==> config.mk <==
export PLATFORM = sky130hd
export DESIGN_NAME = crg_charger_control_status_regs
export DESIGN_NICKNAME = d
export VERILOG_FILES = /design/src/crg_pkg.sv /design/src/crg_charger_control_status_regs.sv
export SDC_FILE = /design/constraint.sdc
export NUM_CORES = 1
export LEC_CHECK = 0
export BUFFER_PORTS_ARGS = -buffer_cell sky130_fd_sc_hd__buf_4
export CORE_UTILIZATION = 50
export CTS_BUF_LIST = sky130_fd_sc_hd__clkbuf_4 sky130_fd_sc_hd__clkbuf_8
export DETAILED_ROUTE_END_ITERATION = 7
export HOLD_SLACK_MARGIN = 0.15
export MAX_ROUTING_LAYER = met4
export PLACE_DENSITY_LB_ADDON = 0.1
export SLEW_MARGIN = 20
export SYNTH_ARGS = -nofsm -noshare
export SYNTH_HDL_FRONTEND = slang
export SYNTH_SLANG_ARGS = --single-unit
==> constraint.sdc <==
create_clock -name clk -period 4.5 [get_ports clk]
set_input_delay 0.9 -clock clk [delete_from_list [all_inputs] [get_ports clk]]
set_output_delay 0.9 -clock clk [all_outputs]
set_load 0.05 [all_outputs]
==> src/crg_pkg.sv <==
// Constants, masks and types for the charger control and status registers
// How it works
// - Battery target code 000..111 picks 8.15V..13.05V, default 001.
// - Input limit code weights 400/200/100mV over 4.1V, default 4.4V.
// - Timeout code 00 off, then 6h, 12h, 24h; default 24h.
// - Charge current is 50mA per step, default 0x18; zero stops charging.
// - Switching frequency 500k..1.5MHz, default 1MHz; watchdog leaves it alone.
// - Termination and precharge currents: 200/100/50mA over 50mA, default 100mA.
// - Hot threshold off/45/55/60C default 45; cold off/0/-5/-10C default 0.
// - Cell balance switches default off; cleared on cell undervoltage or mode 00.
// - Balance mode off/auto/host/reserved, default auto; decoder low or >12V clears.
// - Charge and termination enables default on; watchdog enable default off.
// - Timer stretch bit halves safety timer rate while limiting; default off.
// - Thermal regulation select: 0 is 130C, 1 is 145C, default 145C.
// - Balance difference, stop and start voltage selects all default to zero.
// - Timer restart and watchdog restart writes clear their faults.
// - Register reset command restores every field that lists it.
// - Fields go to defaults on reset, watchdog, and while input absent.
// - Read-only charge phase, input limiting and thermal regulation flags.
// - Input present after 256ms above lockout; adapter good after 30ms.
// - Overvoltage, overtemperature, NTC, battery faults follow their conditions.
// - Charge timeout fault and watchdog fault clear on their listed events.
// - Six interrupt request flags, each cleared by writing one.
// - Eight interrupt enables default one; zero disables that interrupt.
// - Enabled request rising sends one 0.512ms low pulse on interrupt output.
// - Watchdog expiry after 20s charging restores fields and sets fault.
// - I2C target at 0x6B; bus ignored for 1ms after power-up or enable.
package crg_pkg;

  localparam logic [6:0] CRG_I2C_ADDR = 7'h6b;

  localparam logic [7:0] CRG_OFS_VOLTAGE_TARGETS = 8'h00;
  localparam logic [7:0] CRG_OFS_TIMER_AND_CURRENT = 8'h01;
  localparam logic [7:0] CRG_OFS_FREQ_AND_SMALL_CURRENTS = 8'h02;
  localparam logic [7:0] CRG_OFS_THERMISTOR_AND_BALANCE = 8'h03;
  localparam logic [7:0] CRG_OFS_CHARGE_ENABLES = 8'h04;
  localparam logic [7:0] CRG_OFS_BALANCE_AND_COMMANDS = 8'h05;
  localparam logic [7:0] CRG_OFS_CHARGE_STATE = 8'h06;
  localparam logic [7:0] CRG_OFS_FAULT_FLAGS = 8'h07;
  localparam logic [7:0] CRG_OFS_INTERRUPT_REQUESTS = 8'h08;
  localparam logic [7:0] CRG_OFS_INTERRUPT_ENABLES = 8'h09;

  // Index 0 is voltage_targets, index 5 balance_and_commands
  localparam logic [5:0][7:0] CRG_RESET =
    {8'h00, 8'h64, 8'h51, 8'h89, 8'hd8, 8'h2c};
  localparam logic [5:0][7:0] CRG_WMASK =
    {8'hf0, 8'h7c, 8'hff, 8'hff, 8'hff, 8'hfc};
  localparam logic [5:0][7:0] CRG_WDMASK =
    {8'hf0, 8'h6c, 8'hff, 8'h3f, 8'hff, 8'hfc};
  localparam logic [5:0][7:0] CRG_VINMASK =
    {8'h00, 8'h6c, 8'hf0, 8'hff, 8'hff, 8'hfc};
  localparam logic [7:0] CRG_IRQ_EN_RESET = 8'hff;
  localparam logic [7:0] CRG_IRQ_WMASK = 8'hfc;

  localparam int CRG_POS_TIMER_RST = 2;
  localparam int CRG_POS_WATCHDOG_RESTART_COMMAND = 1;
  localparam int CRG_POS_REG_RST = 0;
  localparam int CRG_POS_CHARGE_ENABLE_BIT = 6;
  localparam int CRG_POS_WATCHDOG_ENABLE_BIT = 4;
  localparam int CRG_POS_BAL1 = 3;
  localparam int CRG_POS_BAL0 = 2;
  localparam int CRG_POS_TARGET_HI = 7;
  localparam int CRG_POS_IRQ_CHG_EN = 1;
  localparam int CRG_POS_IRQ_WD_EN = 0;

  localparam longint unsigned CRG_CLK_HZ = 64'd125000000;
  localparam longint unsigned CRG_INPUT_PRESENT_FLAG_MS = 64'd256;
  localparam longint unsigned CRG_ADAPTER_GOOD_MS = 64'd30;
  localparam longint unsigned CRG_WATCHDOG_S = 64'd20;
  localparam longint unsigned CRG_INT_PULSE_US = 64'd512;
  localparam longint unsigned CRG_HOST_WAIT_MS = 64'd1;

  localparam int unsigned CRG_INPUT_PRESENT_FLAG_CYC =
    32'((CRG_CLK_HZ * CRG_INPUT_PRESENT_FLAG_MS + 64'd999) / 64'd1000);
  localparam int unsigned CRG_ADAPTER_GOOD_CYC =
    32'((CRG_CLK_HZ * CRG_ADAPTER_GOOD_MS + 64'd999) / 64'd1000);
  localparam int unsigned CRG_WATCHDOG_CYC = 32'(CRG_CLK_HZ * CRG_WATCHDOG_S);
  localparam int unsigned CRG_INT_PULSE_CYC =
    32'((CRG_CLK_HZ * CRG_INT_PULSE_US + 64'd999999) / 64'd1000000);
  localparam int unsigned CRG_HOST_WAIT_CYC =
    32'((CRG_CLK_HZ * CRG_HOST_WAIT_MS + 64'd999) / 64'd1000);

  typedef struct packed {
    logic [1:0] chargePhase;
    logic inputLimiting;
    logic thermalRegulating;
    logic vinAboveUvlo;
    logic vinOverVoltage;
    logic junctionHot;
    logic ntcOutOfRange;
    logic batOverVoltage;
    logic cellZeroUnder;
    logic cellOneUnder;
    logic decoderLow;
    logic chargeEvent;
    logic timerExpired;
    logic idleMode;
    logic charging;
    logic enPin;
  } crg_sense_t;

endpackage

==> src/crg_charger_control_status_regs.sv <==
// I2C target register bank of the boost charger control and status block
`timescale 1ns/1ns
`default_nettype none
module crg_charger_control_status_regs
  import crg_pkg::*;
#(
  parameter int unsigned VinPresentCycles = CRG_INPUT_PRESENT_FLAG_CYC,
  parameter int unsigned AdapterGoodCycles = CRG_ADAPTER_GOOD_CYC,
  parameter int unsigned WatchdogCycles = CRG_WATCHDOG_CYC,
  parameter int unsigned IntPulseCycles = CRG_INT_PULSE_CYC,
  parameter int unsigned HostWaitCycles = CRG_HOST_WAIT_CYC
) (
  input wire logic clk,
  input wire logic reset,
  input wire logic sclPin,
  input wire logic sdaPin,
  output var logic sdaOut_q,
  output var logic sdaOeN_q,
  input wire crg_sense_t sensePins,
  output var logic [5:0][7:0] cfg_q,
  output var logic intN_q,
  output var logic wdFault_q,
  output var logic timerRestart_q
);

  localparam int SW = $bits(crg_sense_t) + 2;
  localparam logic [SW-1:0] SYNC_RESET = {2'b11, {(SW - 2){1'b0}}};

  typedef enum logic [3:0] {
    S_IDLE, S_ADDR, S_ACK_ADDR, S_PTR, S_ACK_PTR,
    S_WRITE, S_ACK_WRITE, S_READ, S_ACK_READ
  } crg_i2c_state_t;

  logic [SW-1:0] s1_q, s2_q, s3_q, in_q, prev_q;
  crg_sense_t sn, pv;
  logic scl, sda, sclPrev, sdaPrev, sclRise, sclFall, startCond, stopCond;
  logic busReady_q, rnw_q, wrStb_q, chgFault_q, vinPresent_q, adapter_good_flag_q;
  logic vinPresentPrev_q, wdExpire_q, intTrig, cmdWrite, timerRst, wdRst;
  logic regRst, enChg, enWd, ntcEnabled;
  logic [31:0] guardCnt_q, vinCnt_q, acokCnt_q, wdCnt_q, intCnt_q;
  crg_i2c_state_t st_q;
  logic [3:0] bit_q, fault_q, faultNow;
  logic [7:0] shift_q, tx_q, ptr_q, wrAddr_q, wrData_q, rdData, irqEn_q;
  logic [7:2] irq_q, irqSet, irqClr;
  logic [5:0][7:0] cfg_d;

  // Pins pass three flops; a bit moves only when stages two and three agree
  always_ff @(posedge clk) begin
    if (reset) begin
      s1_q <= SYNC_RESET;
      s2_q <= SYNC_RESET;
      s3_q <= SYNC_RESET;
      in_q <= SYNC_RESET;
      prev_q <= SYNC_RESET;
    end else begin
      s1_q <= {sclPin, sdaPin, sensePins};
      s2_q <= s1_q;
      s3_q <= s2_q;
      in_q <= (s2_q & s3_q) | (in_q & (s2_q | s3_q));
      prev_q <= in_q;
    end
  end

  assign sn = in_q[SW-3:0];
  assign pv = prev_q[SW-3:0];
  assign scl = in_q[SW-1];
  assign sda = in_q[SW-2];
  assign sclPrev = prev_q[SW-1];
  assign sdaPrev = prev_q[SW-2];
  assign sclRise = scl & ~sclPrev;
  assign sclFall = ~scl & sclPrev;
  assign startCond = scl & sclPrev & sdaPrev & ~sda;
  assign stopCond = scl & sclPrev & ~sdaPrev & sda;

  // Bus stays deaf after reset or an enable pin rise
  always_ff @(posedge clk) begin
    if (reset || (sn.enPin && !pv.enPin)) begin
      guardCnt_q <= '0;
      busReady_q <= 1'b0;
    end else if (!busReady_q) begin
      if (guardCnt_q >= HostWaitCycles - 1) begin
        busReady_q <= 1'b1;
      end else begin
        guardCnt_q <= guardCnt_q + 32'd1;
      end
    end
  end

  // Register read view; unmapped offsets read zero
  always_comb begin
    rdData = 8'h00;
    if (ptr_q <= CRG_OFS_BALANCE_AND_COMMANDS) begin
      rdData = cfg_q[ptr_q[2:0]];
    end else if (ptr_q == CRG_OFS_CHARGE_STATE) begin
      rdData = {sn.chargePhase, sn.inputLimiting, sn.thermalRegulating,
                adapter_good_flag_q, vinPresent_q, 2'b00};
    end else if (ptr_q == CRG_OFS_FAULT_FLAGS) begin
      rdData = {fault_q, chgFault_q, wdFault_q, 2'b00};
    end else if (ptr_q == CRG_OFS_INTERRUPT_REQUESTS) begin
      rdData = {irq_q, 2'b00};
    end else if (ptr_q == CRG_OFS_INTERRUPT_ENABLES) begin
      rdData = irqEn_q;
    end
  end

  // I2C target; the line is only pulled low, never driven high
  always_ff @(posedge clk) begin
    wrStb_q <= 1'b0;
    sdaOut_q <= 1'b0;
    if (reset || stopCond || !busReady_q) begin
      st_q <= S_IDLE;
      sdaOeN_q <= 1'b1;
      bit_q <= '0;
      shift_q <= '0;
      tx_q <= '0;
      rnw_q <= 1'b0;
      wrAddr_q <= '0;
      wrData_q <= '0;
      if (reset) begin
        ptr_q <= '0;
      end
    end else if (startCond) begin
      st_q <= S_ADDR;
      bit_q <= '0;
      sdaOeN_q <= 1'b1;
    end else if (sclRise) begin
      shift_q <= {shift_q[6:0], sda};
      bit_q <= bit_q + 4'd1;
      if (st_q == S_ACK_READ && sda) begin
        st_q <= S_IDLE;
      end
    end else if (sclFall) begin
      case (st_q)
        S_ADDR: begin
          if (bit_q == 4'd8) begin
            if (shift_q[7:1] == CRG_I2C_ADDR) begin
              st_q <= S_ACK_ADDR;
              rnw_q <= shift_q[0];
              sdaOeN_q <= 1'b0;
            end else begin
              st_q <= S_IDLE;
            end
          end
        end
        S_ACK_ADDR: begin
          bit_q <= '0;
          if (rnw_q) begin
            st_q <= S_READ;
            tx_q <= rdData;
            sdaOeN_q <= rdData[7];
          end else begin
            st_q <= S_PTR;
            sdaOeN_q <= 1'b1;
          end
        end
        S_PTR: begin
          if (bit_q == 4'd8) begin
            ptr_q <= shift_q;
            st_q <= S_ACK_PTR;
            sdaOeN_q <= 1'b0;
          end
        end
        S_ACK_PTR, S_ACK_WRITE: begin
          st_q <= S_WRITE;
          bit_q <= '0;
          sdaOeN_q <= 1'b1;
        end
        S_WRITE: begin
          if (bit_q == 4'd8) begin
            wrStb_q <= 1'b1;
            wrAddr_q <= ptr_q;
            wrData_q <= shift_q;
            ptr_q <= ptr_q + 8'd1;
            st_q <= S_ACK_WRITE;
            sdaOeN_q <= 1'b0;
          end
        end
        S_READ: begin
          if (bit_q == 4'd8) begin
            ptr_q <= ptr_q + 8'd1;
            st_q <= S_ACK_READ;
            sdaOeN_q <= 1'b1;
          end else begin
            sdaOeN_q <= tx_q[3'd7 - bit_q[2:0]];
          end
        end
        S_ACK_READ: begin
          st_q <= S_READ;
          bit_q <= '0;
          tx_q <= rdData;
          sdaOeN_q <= rdData[7];
        end
        default: begin
          sdaOeN_q <= 1'b1;
        end
      endcase
    end
  end

  // Command bits are decoded from the write and never stored
  assign cmdWrite = wrStb_q && wrAddr_q == CRG_OFS_BALANCE_AND_COMMANDS;
  assign timerRst = cmdWrite && wrData_q[CRG_POS_TIMER_RST];
  assign wdRst = cmdWrite && wrData_q[CRG_POS_WATCHDOG_RESTART_COMMAND];
  assign regRst = cmdWrite && wrData_q[CRG_POS_REG_RST];
  assign enChg = cfg_q[4][CRG_POS_CHARGE_ENABLE_BIT];
  assign enWd = cfg_q[4][CRG_POS_WATCHDOG_ENABLE_BIT];
  assign ntcEnabled = |cfg_q[3][7:4];

  // Later terms win: write, then watchdog restore, then input-absent hold
  always_comb begin
    cfg_d = cfg_q;
    for (int i = 0; i < 6; i++) begin
      if (wrStb_q && wrAddr_q == 8'(i)) begin
        cfg_d[i] = (wrData_q & CRG_WMASK[i]) |
                   (cfg_q[i] & ~CRG_WMASK[i]);
      end
      if (wdExpire_q) begin
        cfg_d[i] = (cfg_d[i] & ~CRG_WDMASK[i]) |
                   (CRG_RESET[i] & CRG_WDMASK[i]);
      end
      if (!vinPresent_q) begin
        cfg_d[i] = (cfg_d[i] & ~CRG_VINMASK[i]) |
                   (CRG_RESET[i] & CRG_VINMASK[i]);
      end
    end
    if (sn.decoderLow || cfg_d[0][CRG_POS_TARGET_HI]) begin
      cfg_d[3][1:0] = 2'b00;
    end
    if (sn.cellOneUnder || cfg_d[3][1:0] == 2'b00) begin
      cfg_d[3][CRG_POS_BAL1] = 1'b0;
    end
    if (sn.cellZeroUnder || cfg_d[3][1:0] == 2'b00) begin
      cfg_d[3][CRG_POS_BAL0] = 1'b0;
    end
  end

  always_ff @(posedge clk) begin
    if (reset || regRst) begin
      cfg_q <= CRG_RESET;
      irqEn_q <= CRG_IRQ_EN_RESET;
    end else begin
      cfg_q <= cfg_d;
      if (wrStb_q && wrAddr_q == CRG_OFS_INTERRUPT_ENABLES) begin
        irqEn_q <= wrData_q;
      end
    end
  end

  // Input present and adapter good qualify on long stable windows
  always_ff @(posedge clk) begin
    if (reset || !sn.vinAboveUvlo) begin
      vinCnt_q <= '0;
      vinPresent_q <= 1'b0;
    end else if (!vinPresent_q) begin
      if (vinCnt_q >= VinPresentCycles - 1) begin
        vinPresent_q <= 1'b1;
      end else begin
        vinCnt_q <= vinCnt_q + 32'd1;
      end
    end
  end

  always_ff @(posedge clk) begin
    if (reset || !vinPresent_q || sn.vinOverVoltage) begin
      acokCnt_q <= '0;
      adapter_good_flag_q <= 1'b0;
    end else if (!adapter_good_flag_q) begin
      if (acokCnt_q >= AdapterGoodCycles - 1) begin
        adapter_good_flag_q <= 1'b1;
      end else begin
        acokCnt_q <= acokCnt_q + 32'd1;
      end
    end
  end

  // Live fault flags follow their conditions; NTC counts only while a hot or cold threshold is enabled
  assign faultNow = {sn.vinOverVoltage, sn.junctionHot,
                     sn.ntcOutOfRange & ntcEnabled,
                     sn.batOverVoltage};

  always_ff @(posedge clk) begin
    if (reset) begin
      fault_q <= '0;
      vinPresentPrev_q <= 1'b0;
      timerRestart_q <= 1'b0;
    end else begin
      fault_q <= faultNow;
      vinPresentPrev_q <= vinPresent_q;
      timerRestart_q <= timerRst;
    end
  end

  // A new expiry in the same cycle as a clearing event still sets the flag
  always_ff @(posedge clk) begin
    if (reset) begin
      chgFault_q <= 1'b0;
    end else if (sn.timerExpired && !pv.timerExpired) begin
      chgFault_q <= 1'b1;
    end else if (timerRst || cfg_q[1][7:6] == 2'b00 || !sn.enPin ||
                 !enChg || sn.idleMode) begin
      chgFault_q <= 1'b0;
    end
  end

  // Watchdog runs only while charging with the enable set
  always_ff @(posedge clk) begin
    wdExpire_q <= 1'b0;
    if (reset || wdRst || !enWd || !sn.charging || wdFault_q) begin
      wdCnt_q <= '0;
    end else if (wdCnt_q >= WatchdogCycles - 1) begin
      wdCnt_q <= '0;
      wdExpire_q <= 1'b1;
    end else begin
      wdCnt_q <= wdCnt_q + 32'd1;
    end
  end

  always_ff @(posedge clk) begin
    if (reset) begin
      wdFault_q <= 1'b0;
    end else if (wdExpire_q) begin
      wdFault_q <= 1'b1;
    end else if (wdRst || !enWd) begin
      wdFault_q <= 1'b0;
    end
  end

  // Request flags; a set in the clearing cycle wins
  assign irqSet = {faultNow & ~fault_q, vinPresent_q ^ vinPresentPrev_q,
                   sn.chargeEvent & ~pv.chargeEvent};
  assign irqClr = (wrStb_q && wrAddr_q == CRG_OFS_INTERRUPT_REQUESTS) ?
                  wrData_q[7:2] : 6'h00;

  always_ff @(posedge clk) begin
    if (reset || regRst) begin
      irq_q <= '0;
    end else begin
      irq_q <= (irq_q & ~irqClr) | irqSet;
    end
  end

  assign intTrig = |(irqSet & ~irq_q & irqEn_q[7:2]) ||
                   (sn.timerExpired && !pv.timerExpired && !chgFault_q &&
                    irqEn_q[CRG_POS_IRQ_CHG_EN]) ||
                   (wdExpire_q && !wdFault_q &&
                    irqEn_q[CRG_POS_IRQ_WD_EN]);

  // A new trigger restarts the low pulse rather than queueing another
  always_ff @(posedge clk) begin
    if (reset) begin
      intCnt_q <= '0;
      intN_q <= 1'b1;
    end else if (intTrig) begin
      intCnt_q <= IntPulseCycles - 1;
      intN_q <= 1'b0;
    end else if (intCnt_q != 32'd0) begin
      intCnt_q <= intCnt_q - 32'd1;
    end else begin
      intN_q <= 1'b1;
    end
  end

endmodule // crg_charger_control_status_regs
`default_nettype wire

==> results.txt, run 1 <==
----------------------------------------------------
[Clock network]
  Post-CTS clock slew at the launch and capture registers of the worst setup and hold paths ... 0.07 ns
  # clock sinks ... between 300 and 400
  CTS tree ... done
  Clock Path Buffers ... 3
  Quantity of hold-fixing buffers added after cts ... 0
  Level count of the clock H-tree ... 2
  Number of instances resized during post-cts repair ... 0
  Number of buffers created by CTS ... 58
  Root Driver ... sky130_fd_sc_hd__clkbuf_8
  Skew-Pair Late Insertion Delay ... around 0.62 ns
  Post-CTS setup buffer count ... 0

[Timing]
  Remaining max-slew budget at the tightest pin ... 24.1%
  Number of endpoints with negative hold slack in the final report ... 0
  Crit share post-route ... a little over three fifths
  Pins over their slew limit ... 0
  Min Tclk post-route ... ~2.8 ns
  Final Setup Violations ... 0
  Setup TNS ... 0 ns
  Final setup slack of the worst path ... 1.66 ns
  Unrepaired setup endpoints after global routing ... false
  Setup Skew ... between 0.02 and 0.03 ns
  Peak Freq ... approximately 350 MHz
  Slew at the pin with the worst max-slew slack ... ~1.1 ns

[GRT]
  Pin count of the biggest net entering global routing ... between 70 and 80
  Residual overflow from global routing ... 0
  Antenna violations before repair ... 0
  Global-route wire length before repair ... between 50000 and 60000 um
  Tot GR Track Use ... a little under a quarter
  Via count of the first global-routing pass ... about 11000

[Synthesis]
  Synthesized instance count ... around 1700
  Flop and latch count out of synthesis ... 358
  Multiplexer area fraction after synthesis ... around 4%
  Post-synth top area share ... between 40 and 50%
  Predominant post-synthesis flop cell ... sky130_fd_sc_hd__dfxtp_1
  Top area cells in the synthesized netlist ... sky130_fd_sc_hd__dfxtp_1 (46%), sky130_fd_sc_hd__a21oi_1 (4.4%), sky130_fd_sc_hd__nand2_1 (3.1%)
  Main combinational cell family by area after synthesis ... simple AND/OR/NAND/NOR gates
  Adder and majority cell fraction of the synthesized area ... between 1 and 1.5%
  Simple-gate area share of the yosys netlist ... between 20% and 30%
  Synthesized cell area ... between 0.015 and 0.02 mm2
  Share of flip-flops with an asynchronous set or reset ... 0%
  Number of synthesis warnings ... 0
  Library cell occupying the most area in the post-synthesis netlist ... sky130_fd_sc_hd__dfxtp_1
  Count of flip-flops with a built-in enable after synthesis ... 8
  Xor/xnor cell area share of the yosys netlist ... around 3.3%
  Average size of a mapped cell ... between 9 and 10 um2
  Distinct cell type count after synthesis ... between 80 and 90
  Compound-Gate Fraction of Synth Area ... 14.9%
  Share of synthesized area occupied by flip-flops and latches ... a little under half

[Floorplan]
  Starting density of the core ... roughly half
  Vertical die dimension ... 177 um
  Die Outline Area ... about 0.031 mm2
  Floorplan row count ... between 60 and 70
  Ports ... 74
  Horizontal die dimension ... between 150 and 200 um
  Core box area ... about 0.030 mm2

[Pwr]
  Net switching power of the design ... 2.15 mW
  LEAKAGE ... around 6.1 nW
  Part of the total power dissipated in the clock network ... between 30% and 40%
  Total power per unit cell area ... 442 mW/mm2
  Power share of the sequential group ... a little under half
  Peak supply drop ... about 0.33 mV
  Proportion of power drawn by combinational gates ... roughly 15%
  Power Internal ... about 5.5 mW
  Net Sw Frac ... 28.0%

[Critical path]
  Worst setup EP type ... register
  Type of origin of the critical path ... register
  WS Path Type ... reg2reg
  Crit path required time ... about 5 ns
  WP data arrival ... 3.33 ns
  Worst-path maximum fanout ... 19
  CP Launch Point ... ptr_q[0]$_SDFFCE_PP0P_
  Reg-to-Reg Start ... ptr_q[0]$_SDFFCE_PP0P_

[Drt]
  Post-detailed-route DRC marker count ... 0
  Antenna violation net count after detailed routing ... 0
  Routed vias/inst ... a little under 6
  TritonRoute pass-1 iters ... 5
  Final routed wire length divided by cell count ... roughly 16 um
  Violation count after the first detailed-route iteration ... between 1000 and 1500
  Wirelength, routed ... 35900 um
  Via count of the routed design ... between 10000 and 15000

[Outcome]
  Outcome ... complete, no violations

[Placed design]
  Final weighted congestion in routability-driven placement ... 0.940
  Detailed placer's ending HPWL ... 24500 um
  Worst-case setup slack after placement ... 1.41 ns
  IO buf count ... 63

[Finish]
  Total inserted antenna cells ... 0
  Fill cell instance count of the final layout ... 2723
  Layout net count ... 1793
  Layout area overhead ... 13.0%
  Share of post-route cells with drive strength above 1 ... 12.9%

[Min path]
  Worst min-delay path class ... reg2reg
  Start point of the worst min-delay path ... s1_q[17]$_SDFF_PP1_

[Flow run]
  Maximum capacitance violations ... 0

----------------------------------------------------
==> stage by stage <==
stage	area, um2	hold WS (ns)	power (mW)	std cells	utilization [%]
2_1_floorplan	15400	0.389	4.53	1715	-
3_3_place_gp	16000	0.394	4.69	2085	53.6
3_5_place_dp	16100	0.407	4.71	2085	53.6
4_1_cts	17300	0.418	7.75	2190	57.9
5_1_grt	17400	0.426	8.07	2191	57.9
6_report	17400	0.416	7.67	2191	57.9
==> cell usage in the layout, fill, tap and decap left out, types with 20 or more instances in the layout <==
| master | synthesis | routed |
|---|---|---|
| sky130_fd_sc_hd__a21oi_1 | 136 | 136 |
| sky130_fd_sc_hd__and2_1 | 38 | 38 |
| sky130_fd_sc_hd__buf_4 | 10 | 73 |
| sky130_fd_sc_hd__clkbuf_8 | 0 | 77 |
| sky130_fd_sc_hd__dfxtp_1 | 350 | 350 |
| sky130_fd_sc_hd__inv_1 | 39 | 39 |
| sky130_fd_sc_hd__mux2i_1 | 36 | 36 |
| sky130_fd_sc_hd__nand2_1 | 127 | 126 |
| sky130_fd_sc_hd__nand2b_1 | 24 | 24 |
| sky130_fd_sc_hd__nand3_1 | 79 | 79 |
| sky130_fd_sc_hd__nand4_1 | 34 | 34 |
| sky130_fd_sc_hd__nor2_1 | 102 | 102 |
| sky130_fd_sc_hd__nor2b_1 | 69 | 69 |
| sky130_fd_sc_hd__nor3_1 | 59 | 59 |
| sky130_fd_sc_hd__nor4_1 | 23 | 22 |
| sky130_fd_sc_hd__o211ai_1 | 20 | 20 |
| sky130_fd_sc_hd__o21ai_0 | 95 | 95 |
| sky130_fd_sc_hd__or3_1 | 54 | 54 |
| sky130_fd_sc_hd__xnor2_1 | 23 | 23 |
| sky130_fd_sc_hd__xor2_1 | 34 | 34 |
==> critical path: stages, from the launching register on <==
cell	delay (ns)
sky130_fd_sc_hd__edfxtp_1	0.97
sky130_fd_sc_hd__inv_1	0.29
sky130_fd_sc_hd__ha_1	0.33
sky130_fd_sc_hd__or3b_2	0.50
sky130_fd_sc_hd__or3_1	0.32
sky130_fd_sc_hd__o2111ai_1	0.20
sky130_fd_sc_hd__a21oi_1	0.09
==> registers in the layout, summed over array words and instances, names as in the netlist, 19 cells and up <==
signal      flops
in_q           19
wdCnt_q        32
s1_q           19
intCnt_q       32
cfg_q          39
acokCnt_q      32
s3_q           19
s2_q           19
vinCnt_q       32
guardCnt_q     32
==> kinds of logic after synthesis <==
kind of cell | after synthesis
fa+ha+maj | 16
buf+inv | 132
flops | 358
xor+xnor | 57
simple gates | 718
compound gates | 372
other cells | 1
mux | 52
==> area by class of cell <==
type	count	area [um2]	share of cell area, %
clock inverters	9	83.8	0.483
multi-input cells	1225	7620	43.9
clock buffers	96	1200	6.93
inverters	39	146	0.844
flip-flops and latches	358	7250	41.8
well taps	390	488	2.81
repair buffers	74	559	3.22
==> path summary, 6_finish.rpt <==
kind | to | slack, ns | depth (start not counted)
setup / recovery | tx_q[6]$_SDFFE_PP0P_ | 1.66 | 6
hold / removal | s2_q[17]$_SDFF_PP1_ | 0.42 | 1
hold reg to reg | s2_q[17]$_SDFF_PP1_ | 0.42 | 1
setup reg to reg | tx_q[6]$_SDFFE_PP0P_ | 1.66 | 6
==> power groups by stage <==
stage                     Combinational, mW  Clock, mW  Sequential, mW
after global placement                 1.15          0            3.54
after CTS                              1.18       3.10            3.48
after detailed placement               1.17          0            3.54
final                                  1.18       3.02            3.48
after global routing                   1.32       3.25            3.50
after floorplan                        1.02          0            3.50
==> routing by layer <==
layer / share of wire (%) / vias to the layer above / GRT usage (%) / wire length [um]
li1: - / 6262 / - / -
met1: 48 / 6003 / 32.4 / 17200
met2: 43 / 382 / 34.0 / 15400
met3: 6.8 / 69 / 4.68 / 2430
met4: 2.4 / 0 / 7.59 / 850
met5: 0 / - / - / 0
==> Yosys cell counts (all sizes together), types with 6 or more instances <==
library cell / count
nand3: 79
clkbuf: 70
or4: 17
xnor2: 23
nand4: 34
edfxtp: 8
o211ai: 21
mux2: 8
nand2: 127
a22oi: 8
o31ai: 14
inv: 39
ha: 16
or3: 54
dfxtp: 350
nor3: 62
o21ai: 97
and4: 11
nand2b: 24
nor2b: 69
or2: 16
and2: 38
a31oi: 15
nand3b: 6
o2111ai: 8
a211oi: 16
mux4: 8
mux2i: 36
o31a: 6
nor4: 28
nor3b: 10
buf: 23
nand4b: 9
xor2: 34
nor2: 102
o21a: 9
and3: 18
a21oi: 137
(Power assumes the default switching activity.)
==> run 2, diff against run 1 <==
==> constraint.sdc (replaced) <==
create_clock -name clk -period 2.9 [get_ports clk]
set_input_delay 0.58 -clock clk [delete_from_list [all_inputs] [get_ports clk]]
set_output_delay 0.58 -clock clk [all_outputs]
set_load 0.05 [all_outputs]
==> run 2 against run 1 <==
Compared with the run above:
- hold slack got worse by 0.22 ns
- largest power group unchanged
- wire length fell by 0.51%
- total power rose by 56%
- final cell count rose by 1.5%
- sequential power rose by 55%
- flip-flop and latch count did not move
==> results.txt, run 2 (synthesis gave the netlist of run 1 again) <==
----------------------------------------------------
[Outcome]
  Outcome ... complete, no violations

[Critical path]
  Largest stage delay, worst path ... 0.70 ns (-0.27 ns)
  Reg-to-Reg Start ... intCnt_q[11]$_SDFFE_PP0P_
  Type of origin of the critical path ... register
  Critical R2R Capture ... intCnt_q[12]$_SDFFE_PP0P_
  Top cell family by delay on the critical path ... simple AND/OR/NAND/NOR gates
  Logic depth of the worst setup path including buffers ... 5 (-1)
  Crit path required time ... 3.38 ns (-1.61 ns)
  FF-to-FF setup slack ... 0.34 ns (-1.33 ns)
  WS Path Type ... reg2reg
  Worst setup EP type ... register
  WP data arrival ... 3.04 ns (-0.29 ns)
  CP Launch Point ... intCnt_q[11]$_SDFFE_PP0P_
  Count of buffering cells on the critical path with inverters included ... 0 (-1)
  Worst reg-to-reg path cell count ... 5 (-1)
  Cell-by-cell listing of the critical path ... or4_1, or4_4, o211ai_4, nor3_1, o31a_1
  Cell with the largest stage delay on the worst path ... sky130_fd_sc_hd__or4_1
  Worst-path maximum fanout ... 10 (-9)
  Timing endpoint of the critical path ... intCnt_q[12]$_SDFFE_PP0P_

[Floorplan]
  Horizontal die dimension ... 177 um (unchanged)
  Starting density of the core ... 51.3% (unchanged)
  Core box area ... 0.0300 mm2 (unchanged)
  Ports ... 74 (unchanged)
  Vertical die dimension ... 177 um (unchanged)
  Die Outline Area ... 0.0314 mm2 (unchanged)
  Floorplan row count ... 63 (unchanged)

[Clock network]
  Clock Path Buffers ... 3 (unchanged)
  Post-CTS clock slew at the launch and capture registers of the worst setup and hold paths ... 0.06 ns (about the same)
  # clock sinks ... 358 (unchanged)
  Root Driver ... sky130_fd_sc_hd__clkbuf_8
  Level count of the clock H-tree ... 2 (unchanged)
  Number of buffers created by CTS ... 58 (unchanged)
  Skew-Pair Late Insertion Delay ... 0.60 ns (-0.02 ns)
  Number of instances resized during post-cts repair ... 0 (unchanged)
  CTS tree ... done

[Finish]
  Fill cell instance count of the final layout ... 2659 (-2.4%)
  Non-filler cells in the finished layout ... 2224 (+1.5%)
  Commonest non-fill, non-tap cell in the layout ... sky130_fd_sc_hd__dfxtp_1
  Total inserted antenna cells ... 0 (unchanged)
  Layout area overhead ... 14.5%
  Share of post-route cells with drive strength above 1 ... 14.3% (+1.4 points)
  Top library cells by usage in the layout, fill and taps aside ... sky130_fd_sc_hd__dfxtp_1 (350), sky130_fd_sc_hd__a21oi_1 (136), sky130_fd_sc_hd__nand2_1 (127)
  Total area of sequential cells ... 0.00725 mm2 (unchanged)
  Register with the most flip-flops ... cfg_q
  Area of the multi-input gates ... 0.00762 mm2 (about the same)
  Max FFs per register ... 39 (unchanged)
  Finished Core Util ... 58.7% (+0.76 points)
  Layout net count ... 1822 (+1.6%)

[Pwr]
  LEAKAGE ... 6.31 nW (+2.6%)
  Net switching power of the design ... 3.39 mW (+58%)
  Net Sw Frac ... 28.3% (+0.25 points)
  Peak supply drop ... 0.545 mV (+67%)
  Proportion of power drawn by combinational gates ... 16.2% (+0.8 points)
  Power Internal ... 8.60 mW (+56%)
  Power share of the sequential group ... 45.0% (-0.3 points)
  Total power per unit cell area ... 682 mW/mm2 (+54%)
  Part of the total power dissipated in the clock network ... 38.9% (-0.4 points)

[Drt]
  Via count of the routed design ... 12594 (-0.96%)
  TritonRoute pass-1 iters ... 7 (+2)
  Antenna violation net count after detailed routing ... 0 (unchanged)
  Violation count after the first detailed-route iteration ... 937 (-13%)
  Final routed wire length divided by cell count ... 16.1 um (-2.0%)
  Routed vias/inst ... 5.66 (-2.4%)
  Post-detailed-route DRC marker count ... 0 (unchanged)
  Wirelength, routed ... 35700 um (-0.51%)

[Timing]
  Slew at the pin with the worst max-slew slack ... 0.960 ns (-0.176 ns)
  Min Tclk post-route ... 2.56 ns (-0.275 ns)
  Peak Freq ... 390 MHz (+11%)
  Crit share post-route ... 88.3% (+25 points)
  Pins over their slew limit ... 0 (unchanged)
  Unrepaired setup endpoints after global routing ... false
  Setup TNS ... 0 ns (unchanged)
  Final Setup Violations ... 0 (unchanged)
  Remaining max-slew budget at the tightest pin ... 35.9% (+12 points)
  Final setup slack of the worst path ... 0.338 ns (-1.33 ns)
  Setup Skew ... 0.0230 ns (-0.00574 ns)
  Number of endpoints with negative hold slack in the final report ... 0 (unchanged)

[Placed design]
  Worst-case setup slack after placement ... 0.352 ns (-1.06 ns)
  Detailed placer's ending HPWL ... 24800 um (+0.92%)
  Final weighted congestion in routability-driven placement ... 0.911 (-3.1%)
  Instance count after placement with tap cells included ... 2113 (+1.3%)
  IO buf count ... 63 (unchanged)

[Min path]
  Worst min-delay path class ... in2reg

[GRT]
  Residual overflow from global routing ... 0 (unchanged)
  Antenna violations before repair ... 0 (unchanged)
  Pin count of the biggest net entering global routing ... 101 (+42%)
  M2 GR Usage ... 34.9% (+0.90 points)
  Via count of the first global-routing pass ... 11486 (+1.3%)
  Global Route met3 Usage ... 3.95% (-0.73 points)
  GRT busiest layer ... met2
  Global-route wire length before repair ... 58400 um (+1.0%)
  Met1 routing resource usage after global routing ... 32.5% (+0.12 points)
  Tot GR Track Use ... 23.5% (+0.067 points)

[Flow run]
  Maximum capacitance violations ... 0 (unchanged)

----------------------------------------------------
==> run 2: layout make-up <==
class / count / area share, %
Multi-Input combinational cell: 1225 / 43.4
Clock inverter: 17 / 0.676
Sequential cell: 358 / 41.2
Inverter: 39 / 0.833
Tap cell: 390 / 2.78
Timing Repair Buffer: 103 / 4.50
Clock buffer: 92 / 6.63
==> run 2: metal layers <==
layer / wire length (um) / share of wire, %
met4: 727 / 2.0
met2: 15500 / 43
met3: 2120 / 5.9
met5: 0 / 0
met1: 17400 / 49
==> run 2: worst min path at each step <==
stage                              startpoint                   to  slack, ns  cells past startpoint
final                           sensePins[12]  s1_q[12]$_SDFF_PP0_       0.20                      2
after global routing            sensePins[14]  s1_q[14]$_SDFF_PP0_       0.17                      2
after CTS                              sdaPin  s1_q[17]$_SDFF_PP1_       0.15                      2
after detailed placement  s1_q[18]$_SDFF_PP1_  s2_q[18]$_SDFF_PP1_       0.40                      1
after global placement    s1_q[17]$_SDFF_PP1_  s2_q[17]$_SDFF_PP1_       0.39                      1
after floorplan           s1_q[17]$_SDFF_PP1_  s2_q[17]$_SDFF_PP1_       0.39                      1
==> run 2: repair_timing <==
| action | 4_1_cts | 5_1_grt |
|---|---|---|
| endpoints found under the setup margin | 0 | 0 |
| hold buffers | 1 | 1 |
| endpoints found under the hold margin | 1 | 1 |
| buffers inserted | 0 | 0 |
==> run 2: per-stage QoR <==
step / total power [mW] / hold slack [ns] / cell area (um2)
2_1_floorplan: 7.02 / 0.389 / 15400
3_3_place_gp: 7.38 / 0.390 / 16300
3_5_place_dp: 7.42 / 0.395 / 16300
4_1_cts: 12.1 / 0.153 / 17600
5_1_grt: 12.6 / 0.172 / 17600
6_report: 12.0 / 0.197 / 17600
==> run 2: power by group through the flow <==
stage          combinational, mW  sequential [mW]  clock [mW]
3_3_place_gp                1.90             5.48           0
5_1_grt                     2.16             5.43        5.01
6_report                    1.94             5.39        4.66
4_1_cts                     1.95             5.38        4.76
2_1_floorplan               1.59             5.43           0
3_5_place_dp                1.93             5.49           0
